File: config.mk
export PLATFORM = sky130hd
export DESIGN_NAME = omb_mailbox
export DESIGN_NICKNAME = d
export VERILOG_FILES = /design/src/logic/omb_pkg.sv /design/src/logic/omb_mailbox.sv /design/src/logic/omb_rd_port.sv
export SDC_FILE = /design/constraint.sdc
export NUM_CORES = 1
export LEC_CHECK = 0
export ABC_AREA = 1
export BUFFER_PORTS_ARGS = -buffer_cell sky130_fd_sc_hd__clkbuf_2
export CORE_MARGIN = 2
export CORE_UTILIZATION = 35
export CTS_BUF_LIST = sky130_fd_sc_hd__clkbuf_16
export CTS_CLUSTER_DIAMETER = 200
export DETAILED_ROUTE_END_ITERATION = 12
export GPL_ROUTABILITY_DRIVEN = 0
export GPL_TIMING_DRIVEN = 0
export PLACE_DENSITY_LB_ADDON = 0.3
export REMOVE_ABC_BUFFERS = 1
export SYNTH_ARGS = -nofsm -noshare
export SYNTH_HDL_FRONTEND = slang
export SYNTH_SLANG_ARGS = --single-unit
File: constraint.sdc
create_clock -name clk_sys_i -period 1.3 [get_ports clk_sys_i]
set_clock_uncertainty 0.1 [all_clocks]
set_input_delay 0.325 -clock clk_sys_i [delete_from_list [all_inputs] [get_ports clk_sys_i]]
set_output_delay 0.325 -clock clk_sys_i [all_outputs]
set_load 0.01 [all_outputs]
File: src/logic/omb_pkg.sv
// Constants shared by the one-slot mailbox and its read-port helper.
// Assumes word addressing on both slave ports and a single system clock.
package omb_pkg;

  // ---------------------------------------------------------------------
  // Register map, word offsets
  // ---------------------------------------------------------------------
  localparam int OMB_ADDR_W = 2;
  localparam logic [OMB_ADDR_W-1:0] OMB_CMD_OFS = 2'h0;
  localparam logic [OMB_ADDR_W-1:0] OMB_PTR_OFS = 2'h1;
  localparam logic [OMB_ADDR_W-1:0] OMB_STAT_OFS = 2'h2;
  localparam logic [OMB_ADDR_W-1:0] OMB_MASK_OFS = 2'h3;

  // ---------------------------------------------------------------------
  // Field positions and reset values
  // ---------------------------------------------------------------------
  localparam int OMB_STAT_PEND_BIT = 0;
  localparam int OMB_STAT_FULL_BIT = 1;
  localparam int OMB_MASK_PEND_BIT = 0;
  localparam int OMB_MASK_SPACE_BIT = 1;
  localparam logic OMB_STAT_RST = 1'h0;
  localparam logic [1:0] OMB_MASK_RST = 2'h0;
  localparam logic [31:0] OMB_WORD_RST = 32'h0000_0000;

  // ---------------------------------------------------------------------
  // Read timing: wait cycles between a taken read and its data
  // ---------------------------------------------------------------------
  localparam int OMB_READ_LATENCY_SETTING = 1;

  typedef enum logic {
    OMB_RD_IDLE,
    OMB_RD_WAIT
  } omb_rd_state_t;

endpackage : omb_pkg

File: src/logic/omb_mailbox.sv
// One-slot mailbox passing a command word and a payload pointer from a
// sending processor to a receiving processor over two slave ports.
// Assumes one system clock and a reset released in step with it.
//
// Contract
// - Command at word 0, pointer at word 1.
// - Sender command write sets pending, raises interrupt.
// - Receiver command read consumes message, clears status.
// - Sender port stalls while message is pending.
// - Pending interrupt is a level until retrieval.
// - Interrupts come from status bits and masks.
// - Whole mailbox runs on one clock.
// - Sender only sets status; receiver only clears.
// - Words writable by sender, read-only to receiver.
// - Message valid without pointer write.
// - Status bit0 pending, bit1 full, reset zero.
// - Mask readable both; each port writes own bit.
// - Mask bit0 pending, bit1 space, 1 enables.
// - Optional level space interrupt to sender.
// - Receiver reads with one fixed wait cycle.
// - Active-low reset, asynchronous assert, synchronous release.
`timescale 1ns/1ps
module omb_mailbox #(
  parameter int DATA_W = 32,
  parameter bit ARRIVAL_IRQ_EN = 1'b1,
  parameter bit SPACE_IRQ_EN = 1'b0
)
(
  input wire logic clk_sys_i,
  input wire logic reset_n_i,
  input wire logic [omb_pkg::OMB_ADDR_W-1:0] snd_addr_i,
  input wire logic snd_read_i,
  input wire logic snd_write_i,
  input wire logic [DATA_W-1:0] snd_wdata_i,
  output logic [DATA_W-1:0] snd_rdata_o,
  output logic snd_waitreq_o,
  input wire logic [omb_pkg::OMB_ADDR_W-1:0] rcv_addr_i,
  input wire logic rcv_read_i,
  input wire logic rcv_write_i,
  input wire logic [DATA_W-1:0] rcv_wdata_i,
  output logic [DATA_W-1:0] rcv_rdata_o,
  output logic irq_msg_o,
  output logic irq_space_o
);
  import omb_pkg::*;

  logic [DATA_W-1:0] cmd_ff;
  logic [DATA_W-1:0] ptr_ff;
  logic pend_ff;
  logic full_ff;
  logic [1:0] mask_ff;
  logic nxt_pend;
  logic nxt_full;
  logic [1:0] nxt_mask;
  logic snd_wr_ok;
  logic snd_cmd_wr;
  logic snd_ptr_wr;
  logic snd_mask_wr;
  logic rcv_mask_wr;
  logic snd_take;
  logic rcv_take;
  logic rcv_consume;
  logic [DATA_W-1:0] stat_word;
  logic [DATA_W-1:0] mask_word;

  // ---------------------------------------------------------------------
  // Port decode
  // ---------------------------------------------------------------------
  // Every clocked process uses the one system clock; crossing to other
  // processor clocks is left to the interconnect.
  always_comb
  begin
    snd_wr_ok = snd_write_i && !snd_waitreq_o;
    snd_cmd_wr = snd_wr_ok && (snd_addr_i == OMB_CMD_OFS);
    snd_ptr_wr = snd_wr_ok && (snd_addr_i == OMB_PTR_OFS);
    snd_mask_wr = snd_wr_ok && (snd_addr_i == OMB_MASK_OFS);
    // The receiver can only ever write its own mask bit.
    rcv_mask_wr = rcv_write_i && (rcv_addr_i == OMB_MASK_OFS);
    rcv_consume = rcv_take && (rcv_addr_i == OMB_CMD_OFS) && pend_ff;
  end

  // ---------------------------------------------------------------------
  // Message state
  // ---------------------------------------------------------------------
  // Pending and full always move together: one slot means a pending
  // message is also a full mailbox. The set term wins over the clear,
  // though the stall makes both in one cycle impossible.
  always_comb
  begin
    nxt_pend = pend_ff;
    nxt_full = full_ff;
    if (snd_cmd_wr)
    begin
      nxt_pend = 1'b1;
      nxt_full = 1'b1;
    end
    else if (rcv_consume)
    begin
      nxt_pend = 1'b0;
      nxt_full = 1'b0;
    end
  end

  always_ff @(posedge clk_sys_i or negedge reset_n_i)
  begin
    if (!reset_n_i)
    begin
      pend_ff <= OMB_STAT_RST;
      full_ff <= OMB_STAT_RST;
    end
    else
    begin
      pend_ff <= nxt_pend;
      full_ff <= nxt_full;
    end
  end

  // ---------------------------------------------------------------------
  // Command and pointer words
  // ---------------------------------------------------------------------
  // The stall keeps a waiting message intact; the pointer may be loaded
  // ahead of the command while the slot is empty.
  always_ff @(posedge clk_sys_i or negedge reset_n_i)
  begin
    if (!reset_n_i)
    begin
      cmd_ff <= OMB_WORD_RST[DATA_W-1:0];
    end
    else if (snd_cmd_wr)
    begin
      cmd_ff <= snd_wdata_i;
    end
  end

  always_ff @(posedge clk_sys_i or negedge reset_n_i)
  begin
    if (!reset_n_i)
    begin
      ptr_ff <= OMB_WORD_RST[DATA_W-1:0];
    end
    else if (snd_ptr_wr)
    begin
      ptr_ff <= snd_wdata_i;
    end
  end

  // ---------------------------------------------------------------------
  // Interrupt mask
  // ---------------------------------------------------------------------
  always_comb
  begin
    nxt_mask = mask_ff;
    if (snd_mask_wr)
    begin
      nxt_mask[OMB_MASK_SPACE_BIT] = snd_wdata_i[OMB_MASK_SPACE_BIT];
    end
    if (rcv_mask_wr)
    begin
      nxt_mask[OMB_MASK_PEND_BIT] = rcv_wdata_i[OMB_MASK_PEND_BIT];
    end
  end

  always_ff @(posedge clk_sys_i or negedge reset_n_i)
  begin
    if (!reset_n_i)
    begin
      mask_ff <= OMB_MASK_RST;
    end
    else
    begin
      mask_ff <= nxt_mask;
    end
  end

  // ---------------------------------------------------------------------
  // Back-pressure and interrupts
  // ---------------------------------------------------------------------
  // Wait-request is the registered pending state, so it stalls reads as
  // well as writes on the sender port; a sender waiting for room should
  // use the space interrupt rather than polling through this port.
  always_ff @(posedge clk_sys_i or negedge reset_n_i)
  begin
    if (!reset_n_i)
    begin
      snd_waitreq_o <= 1'b0;
    end
    else
    begin
      snd_waitreq_o <= nxt_pend;
    end
  end

  // Both lines are levels formed from the next status and mask values,
  // so they track the status bits with no lag and hold no event state.
  always_ff @(posedge clk_sys_i or negedge reset_n_i)
  begin
    if (!reset_n_i)
    begin
      irq_msg_o <= 1'b0;
      irq_space_o <= 1'b0;
    end
    else
    begin
      irq_msg_o <= ARRIVAL_IRQ_EN && nxt_pend
        && nxt_mask[OMB_MASK_PEND_BIT];
      irq_space_o <= SPACE_IRQ_EN && !nxt_full
        && nxt_mask[OMB_MASK_SPACE_BIT];
    end
  end

  // ---------------------------------------------------------------------
  // Read-back words
  // ---------------------------------------------------------------------
  always_comb
  begin
    stat_word = '0;
    stat_word[OMB_STAT_PEND_BIT] = pend_ff;
    stat_word[OMB_STAT_FULL_BIT] = full_ff;
    mask_word = '0;
    mask_word[1:0] = mask_ff;
  end

  omb_rd_port #(
    .DATA_W(DATA_W)
  ) u_snd_rd (
    .clk_sys_i(clk_sys_i),
    .reset_n_i(reset_n_i),
    .read_i(snd_read_i),
    .hold_i(snd_waitreq_o),
    .addr_i(snd_addr_i),
    .cmd_i(cmd_ff),
    .ptr_i(ptr_ff),
    .stat_i(stat_word),
    .mask_i(mask_word),
    .take_o(snd_take),
    .rdata_o(snd_rdata_o)
  );

  // The receiver read port never stalls; its data follows one cycle on.
  omb_rd_port #(
    .DATA_W(DATA_W)
  ) u_rcv_rd (
    .clk_sys_i(clk_sys_i),
    .reset_n_i(reset_n_i),
    .read_i(rcv_read_i),
    .hold_i(1'b0),
    .addr_i(rcv_addr_i),
    .cmd_i(cmd_ff),
    .ptr_i(ptr_ff),
    .stat_i(stat_word),
    .mask_i(mask_word),
    .take_o(rcv_take),
    .rdata_o(rcv_rdata_o)
  );

  // ---------------------------------------------------------------------
  // Checks
  // ---------------------------------------------------------------------
  AST_CMD_WR_SETS_PEND: assert property (
    @(posedge clk_sys_i) disable iff (!reset_n_i)
    snd_cmd_wr |=> pend_ff && full_ff && snd_waitreq_o)
    else $error("Command write did not mark a message pending.");

  AST_CMD_RD_CONSUMES: assert property (
    @(posedge clk_sys_i) disable iff (!reset_n_i)
    (rcv_take && (rcv_addr_i == OMB_CMD_OFS) && pend_ff)
      |=> !pend_ff && !full_ff && !irq_msg_o)
    else $error("Command read did not empty the mailbox.");

  AST_STALL_WHILE_PEND: assert property (
    @(posedge clk_sys_i) disable iff (!reset_n_i)
    pend_ff |-> snd_waitreq_o && !snd_wr_ok && !snd_take)
    else $error("Sender access accepted while a message is pending.");

  AST_IRQ_MSG_LEVEL: assert property (
    @(posedge clk_sys_i) disable iff (!reset_n_i)
    (irq_msg_o && !rcv_consume && !rcv_mask_wr) |=> irq_msg_o)
    else $error("Pending interrupt dropped before retrieval.");

  AST_IRQ_FROM_STATUS: assert property (
    @(posedge clk_sys_i) disable iff (!reset_n_i)
    irq_msg_o == (ARRIVAL_IRQ_EN && stat_word[OMB_STAT_PEND_BIT]
      && mask_word[OMB_MASK_PEND_BIT]))
    else $error("Pending interrupt disagrees with status and mask.");

  AST_SET_BY_SENDER: assert property (
    @(posedge clk_sys_i) disable iff (!reset_n_i)
    !pend_ff ##1 pend_ff |-> $past(snd_cmd_wr))
    else $error("Pending bit set without a sender command write.");

  AST_CLR_BY_RECEIVER: assert property (
    @(posedge clk_sys_i) disable iff (!reset_n_i)
    $fell(full_ff) |-> $past(rcv_consume))
    else $error("Full bit cleared without a receiver command read.");

  AST_WORDS_HELD: assert property (
    @(posedge clk_sys_i) disable iff (!reset_n_i)
    pend_ff |=> $stable(cmd_ff) && $stable(ptr_ff))
    else $error("Stored message changed while pending.");

  AST_PTR_ALONE: assert property (
    @(posedge clk_sys_i) disable iff (!reset_n_i)
    snd_ptr_wr |=> !pend_ff && !snd_waitreq_o)
    else $error("Pointer write changed message state.");

  AST_PTR_NO_STALL: assert property (
    @(posedge clk_sys_i) disable iff (!reset_n_i)
    (snd_write_i && !pend_ff && (snd_addr_i == OMB_PTR_OFS))
      |-> snd_ptr_wr)
    else $error("Pointer write stalled with an empty mailbox.");

  AST_RCV_STAT_RSVD: assert property (
    @(posedge clk_sys_i) disable iff (!reset_n_i)
    (rcv_take && (rcv_addr_i == OMB_STAT_OFS))
      |=> (rcv_rdata_o[DATA_W-1:2] == '0)
        && (rcv_rdata_o[OMB_STAT_PEND_BIT] == $past(pend_ff)))
    else $error("Status read-back wrong or reserved bits set.");

  AST_SND_MASK_OWN: assert property (
    @(posedge clk_sys_i) disable iff (!reset_n_i)
    (snd_mask_wr && !rcv_mask_wr)
      |=> mask_ff[OMB_MASK_PEND_BIT] == $past(mask_ff[OMB_MASK_PEND_BIT]))
    else $error("Sender altered the pending mask bit.");

  AST_SPACE_IRQ: assert property (
    @(posedge clk_sys_i) disable iff (!reset_n_i)
    irq_space_o == (SPACE_IRQ_EN && !full_ff
      && mask_ff[OMB_MASK_SPACE_BIT]))
    else $error("Space interrupt disagrees with full bit and mask.");

  AST_MASK_OFF: assert property (
    @(posedge clk_sys_i) disable iff (!reset_n_i)
    !mask_ff[OMB_MASK_PEND_BIT] |-> !irq_msg_o)
    else $error("Pending interrupt raised while masked off.");

endmodule : omb_mailbox

File: src/logic/omb_rd_port.sv
// Read side of one mailbox slave port: one fixed wait cycle per taken read.
// Assumes the master holds read for two cycles and samples in the second.
`timescale 1ns/1ps
module omb_rd_port #(
  parameter int DATA_W = 32
)
(
  input wire logic clk_sys_i,
  input wire logic reset_n_i,
  input wire logic read_i,
  input wire logic hold_i,
  input wire logic [omb_pkg::OMB_ADDR_W-1:0] addr_i,
  input wire logic [DATA_W-1:0] cmd_i,
  input wire logic [DATA_W-1:0] ptr_i,
  input wire logic [DATA_W-1:0] stat_i,
  input wire logic [DATA_W-1:0] mask_i,
  output logic take_o,
  output logic [DATA_W-1:0] rdata_o
);
  import omb_pkg::*;

  omb_rd_state_t state_ff;

  // ---------------------------------------------------------------------
  // Read acceptance
  // ---------------------------------------------------------------------
  // Only the first unstalled cycle of a held read is taken, so a consuming read
  // of the command word acts exactly once.
  always_comb
  begin
    take_o = read_i && !hold_i && (state_ff == OMB_RD_IDLE);
  end

  always_ff @(posedge clk_sys_i or negedge reset_n_i)
  begin
    if (!reset_n_i)
    begin
      state_ff <= OMB_RD_IDLE;
    end
    else
    begin
      case (state_ff)
        OMB_RD_IDLE:
        begin
          if (take_o)
          begin
            state_ff <= OMB_RD_WAIT;
          end
        end
        OMB_RD_WAIT: state_ff <= OMB_RD_IDLE;
        default: state_ff <= OMB_RD_IDLE;
      endcase
    end
  end

  always_ff @(posedge clk_sys_i or negedge reset_n_i)
  begin
    if (!reset_n_i)
    begin
      rdata_o <= '0;
    end
    else if (take_o)
    begin
      case (addr_i)
        OMB_CMD_OFS: rdata_o <= cmd_i;
        OMB_PTR_OFS: rdata_o <= ptr_i;
        OMB_STAT_OFS: rdata_o <= stat_i;
        OMB_MASK_OFS: rdata_o <= mask_i;
        default: rdata_o <= '0;
      endcase
    end
  end

  AST_RD_ONE_WAIT: assert property (
    @(posedge clk_sys_i) disable iff (!reset_n_i)
    take_o |=> (state_ff == OMB_RD_WAIT) ##1 (state_ff == OMB_RD_IDLE))
    else $error("Read wait phase did not last exactly one cycle.");

endmodule : omb_rd_port

=== After elaboration in Yosys (flattened, before gate mapping) ===
Index checks and enable logic that the tools add are counted.

* Bitwise logic cells: 2
* Reduce and logical (&&, ||, !) cells: 15
* Equal/unequal tests: 6
* Muxes and demuxes: 11

{| class="wikitable"
|+ Operators with widths
! operator !! count
|-
| $pmux W32 S4 || 2
|-
| $logic_and A1 B1 Y1 || 11
|-
| $eq A2 B2 Y1 const B || 4
|-
| $mux W1 || 7
|-
| $eq A2 B1 Y1 const B || 2
|-
| $logic_not A2 Y1 || 2
|-
| $pmux W1 S2 || 2
|-
| $not A1 Y1 || 2
|-
| $reduce_bool A2 Y1 || 1
|-
| $logic_not A1 Y1 || 1
|}

* Bits in registers: 135
* Bits of input ports: 74
* Word-level logic and storage cells: 45

=== Longest topological paths before layout ===
* Word-level depth: 7
* Gate-level depth with buffers: 7

=== Modules after synthesis ===
Synthesis repeated with hierarchy kept, for this count alone.

* Cell total of the unflattened synthesis: 1,000
* Area, all modules: 7,701.1 um^2

{| class="wikitable"
|+ Modules (own cells, without submodules)
! module !! cells each !! seq. area each (um^2) !! instances !! area each (um^2)
|-
| omb_rd_port || 366 || 825.8 || 2 || 2,448.6
|-
| omb_mailbox || 268 || 1,726.7 || 1 || 2,803.9
|}

=== Worst setup path after synthesis ===
OpenSTA, ideal clock, no wires.

* Path type: reg2reg
* From: reg snd_waitreq_o
* To: reg cmd_ff[26]
* Setup slack: -0.048 ns
* Setup time: 0.120 ns
* Buffers on the path: 2
* Arrival: 1.128 ns
* Cell stages (with the launch flop): 7
* Path through: dfrtp_1 > nor2_4 > nand3_2 > buf_6 > buf_6 > nand2_2 > o21ai_2

* Word-level cells in the longest chain between the ends: 3

{| class="wikitable"
|+ RTL lines
! what !! RTL line !! source
|-
| from (decl) || omb_mailbox.sv:36 || <nowiki>output logic snd_waitreq_o,</nowiki>
|-
| from (signal assigned) || omb_mailbox.sv:189 || <nowiki>snd_waitreq_o <= nxt_pend;</nowiki>
|-
| $logic_not A1 Y1 || omb_mailbox.sv:73 || <nowiki>snd_wr_ok = snd_write_i && !snd_waitreq_o;</nowiki>
|-
| $logic_and A1 B1 Y1 || omb_mailbox.sv:73 ||
|-
| $logic_and A1 B1 Y1 || omb_mailbox.sv:74 || <nowiki>snd_cmd_wr = snd_wr_ok && (snd_addr_i == OMB_CMD_OFS);</nowiki>
|-
| to (signal assigned) || omb_mailbox.sv:127 || <nowiki>cmd_ff <= OMB_WORD_RST[DATA_W-1:0];</nowiki>
|-
| to (signal assigned) || omb_mailbox.sv:131 || <nowiki>cmd_ff <= snd_wdata_i;</nowiki>
|-
| to (decl) || omb_mailbox.sv:47 || <nowiki>logic [DATA_W-1:0] cmd_ff;</nowiki>
|}

Every way passes these cells.
A chain may end at the register's enable or synchronous reset.

=== Worst setup path after layout ===
* From: reg snd_waitreq_o
* To: reg cmd_ff[23]

Same word-level chain as after synthesis.

==> metrics.log <==
INFO  metric syn_avg_cell_area = 8.565 um2
INFO  metric dr_total_vias = 5857
INFO  metric synth.most_common_cell = sky130_fd_sc_hd__nand2_1
INFO  metric fp.coreArea = 17240 um2
INFO  metric fin_area = 8982 um2
INFO  metric critPathLaunchType = flop
INFO  metric place_hpwl = 8.612 mm
INFO  metric total_clock_buffers_created_by_cts = 17
INFO  metric clock_path_buffers = 2
INFO  metric track_usage = 24.42%
INFO  metric first_global_vias = 5374
INFO  metric number_of_antenna_violating_nets_in_the_routed_design = 0
INFO  metric worst_slew_margin_rel = 58.17%
INFO  metric grt_first_pass_wirelength = 32.49 mm
INFO  metric post-route-util = about 52%
INFO  metric tightestPinTransition = approximately 630 ps
INFO  metric violations = setup timing
INFO  metric cts_tree = yes
INFO  metric post_synthesis_cell_area = 6150 um2
INFO  metric reg2reg_slack = -180 ps
INFO  metric worst_ep_arrival_time = roughly 1700 ps
INFO  metric power_density = ~1800 nW/um2
INFO  metric cp_max_fo = 5
INFO  metric starting_density_of_the_core = 35.68%
INFO  metric detail_route.drc_violations = 0
INFO  metric mean_number_of_vias_per_cell = between 5 and 6
INFO  metric design.die.area = between 15000 and 20000 um2
INFO  metric synth_cells = ~700
INFO  metric number_of_flops_mapped_to_enable_cells_by_yosys = 0
INFO  metric worst_r2r_startpoint = snd_waitreq_o
INFO  metric critical_path.reg2reg.endpoint = cmd_ff[23]
INFO  metric num_rows = 48
INFO  metric hold_path.class = in2reg
INFO  metric dr.first_iter.drc_count = 556
INFO  metric port_buffers = 108
INFO  metric htree_levels = 4
INFO  metric layout_worst_path_cycle_share = 113.8%
INFO  metric worst-r2r-cell-count = 7
INFO  metric status = finished with violations
INFO  metric postLayoutSetupSlackWorst = -178.9 ps
INFO  metric p_leak = approximately 0.0046 uW
INFO  metric timing_worst_setup_path_type = reg2reg
INFO  metric yosys_warnings = 0
INFO  metric holdPathEnd = ptr_ff[4]
INFO  metric synth.area.mux_share = 0%
INFO  metric period_minus_slack = 1479 ps
INFO  metric synthFlopType = sky130_fd_sc_hd__dfrtp_1
INFO  metric dominant_combinational_cell_family_by_area_after_synthesis = simple AND/OR/NAND/NOR gates
INFO  metric drt-pass1-iter-count = 4
INFO  metric worstSkewPairLatency = 420 ps
INFO  metric post_drt_wl_per_cell = 19.30 um
INFO  metric synthAdderAreaFrac = 0%
INFO  metric detail_route.wirelength = 22.14 mm
INFO  metric hold_viol_final = 0
INFO  metric xor_xnor_share_of_the_synthesized_area = 0%
INFO  metric die_height = 136.6 um
INFO  metric nets = around 980
INFO  metric io_pins = ~140
INFO  metric ys_types = 21
INFO  metric report.final.slew_viol_count = 0
INFO  metric area_after_dpl = approximately 6700 um2
INFO  metric cell_depth_of_the_worst_min_delay_path = 3
INFO  metric worst_ep_required_time = 1500 ps
INFO  metric place_ws = -1696 ps
INFO  metric vdd_drop_max = 1040 uV
INFO  metric grt_remaining_overflow = 0
INFO  metric compound_gate_fraction_of_synth_area = 8.138%
INFO  metric post_route_cells_drive_above_1_share = 41.11%
INFO  metric seq_area_frac_synth = 54.93%
INFO  metric synth.top_cells.by_area = sky130_fd_sc_hd__dfrtp_1 (55%), sky130_fd_sc_hd__nand2_1 (16%), sky130_fd_sc_hd__nand3_1 (11%), sky130_fd_sc_hd__o21ai_2 (5.7%), sky130_fd_sc_hd__inv_1 (2.4%)
INFO  metric min_from = snd_wdata_i[4]
INFO  metric fmax = between 600 and 700 MHz
INFO  metric cts.clk_slew.worst_paths = 60 ps
INFO  metric clkSinkCount = 135
INFO  metric antenna_cells = 0
INFO  metric fraction_of_synthesis_flops_using_an_asynchronous_set_or_reset_pin = 100.0%
INFO  metric setup.worst_path.end_class = flop
INFO  metric setup_viol_count_final = 166
INFO  metric netlist.top_cell.by_area = sky130_fd_sc_hd__dfrtp_1
INFO  metric share_of_synthesized_cell_area_in_and_or_nand_and_nor_gates = 29.40%
INFO  metric grt_setup_unrepaired = yes
INFO  metric clock_tree_root = sky130_fd_sc_hd__clkbuf_16
INFO  metric flow.area_growth_from_synthesis = 46.06%
INFO  metric yosys-top-cells-count = sky130_fd_sc_hd__nand2_1 (270), sky130_fd_sc_hd__dfrtp_1 (135), sky130_fd_sc_hd__nand3_1 (131)
INFO  metric total_power = 16610 uW
INFO  metric grt_max_degree = 110
INFO  metric netlist.area_leader.share = a little over half
INFO  metric antenna_found_initial = 0
INFO  metric ys_seq_elements = 135
INFO  metric die_span_x = 136.6 um
INFO  metric cap_viol_max_count = 0
## how the worst max path moves through the flow
| stage | startpoint | to | slack, ps | depth (start not counted) |
|---|---|---|---|---|
| 2_1_floorplan | snd_addr_i[0] | cmd_ff[4] | -850 | 3 |
| 3_3_place_gp | reset_n_i | u_snd_rd.rdata_o[28] | -2490 | 1 |
| 3_5_place_dp | snd_addr_i[0] | ptr_ff[10] | -1700 | 6 |
| 4_1_cts | snd_waitreq_o | snd_waitreq_o | -170 | 1 |
| 5_1_grt | snd_waitreq_o | cmd_ff[10] | -200 | 7 |
| 6_report | snd_waitreq_o | cmd_ff[23] | -180 | 7 |
## worst max-delay path, cell delays in order, from the launching register on
cell and delay [ps]:
sky130_fd_sc_hd__dfrtp_2 450, sky130_fd_sc_hd__nor2_4 110, sky130_fd_sc_hd__buf_12 130, sky130_fd_sc_hd__buf_8 120, sky130_fd_sc_hd__nand3_4 110, sky130_fd_sc_hd__clkbuf_16 220
sky130_fd_sc_hd__nand2_2 50, sky130_fd_sc_hd__o21ai_1 70
## power by group
group          internal, uW  leakage (uW)  switching [uW]
logic                  2710       0.00264            2770
clock network          2550      0.000248            1830
registers              5620       0.00174            1140
total                 10900       0.00462            5730
## kinds of logic after synthesis
kind of cell / count (synthesis)
buf+inv: 90
compound gates: 69
flops: 135
other cells: 1
simple gates: 423
## per-layer routing
layer  part of all wire, %  track usage, %  wire (um)
met4                   1.6           7.870        364
met2                    47           37.44      10420
met5                     0               0          0
met1                    45           34.81      10050
met3                   5.9           4.704       1302
## layout by cell type, fill, tap and decap left out, types with 16 or more instances in the layout
cell type | Yosys | routed
sky130_fd_sc_hd__clkbuf_16 | 0 | 18
sky130_fd_sc_hd__nand2_2 | 6 | 60
sky130_fd_sc_hd__nand3_1 | 131 | 130
sky130_fd_sc_hd__dfrtp_1 | 135 | 133
sky130_fd_sc_hd__inv_1 | 39 | 41
sky130_fd_sc_hd__buf_4 | 5 | 61
sky130_fd_sc_hd__o21ai_1 | 22 | 16
sky130_fd_sc_hd__buf_12 | 0 | 23
sky130_fd_sc_hd__clkbuf_2 | 0 | 98
sky130_fd_sc_hd__o21ai_2 | 40 | 49
sky130_fd_sc_hd__nand2_1 | 270 | 204
## area by class of cell
type,instances,area (um2)
fillers,1607,8254
flip-flops and latches,135,3381
multi-input cells,511,2930
repair buffers,200,1648
clock buffers,17,425.4
well taps,225,281.5
inverters,44,205.2
clock inverters,14,95.09
repair inverters,1,16.27
## flip-flops by register name, indices dropped and copies added, names as in the netlist
register           count
ptr_ff                32
full_ff                1
cmd_ff                32
mask_ff                2
u_snd_rd.rdata_o      32
u_rcv_rd.rdata_o      32
irq_msg_o              1
u_rcv_rd.state_ff      1
u_snd_rd.state_ff      1
snd_waitreq_o          1
## through the flow
step | setup TNS, ps | cells | hold slack (ps)
2_1_floorplan | -74240 | 672 | -70.59
4_1_cts | -11220 | 1115 | 43.31
6_report | -15880 | 1147 | 51.54
3_3_place_gp | -536830 | 1005 | 364.7
3_5_place_dp | -178410 | 1006 | 121.7
5_1_grt | -21510 | 1147 | 55.19
## what timing repair did
item | CTS | global route
hold endpoints to repair | 26 | 0
endpoints found under the setup margin | 199 | 191
buffers inserted | 56 | 32
gates resized for setup | 101 | 61
gates cloned | 20 | 1
pin swaps | 25 | 5
hold buffers | 2 | 0
Note: power is estimated with default switching activity, not from simulation.
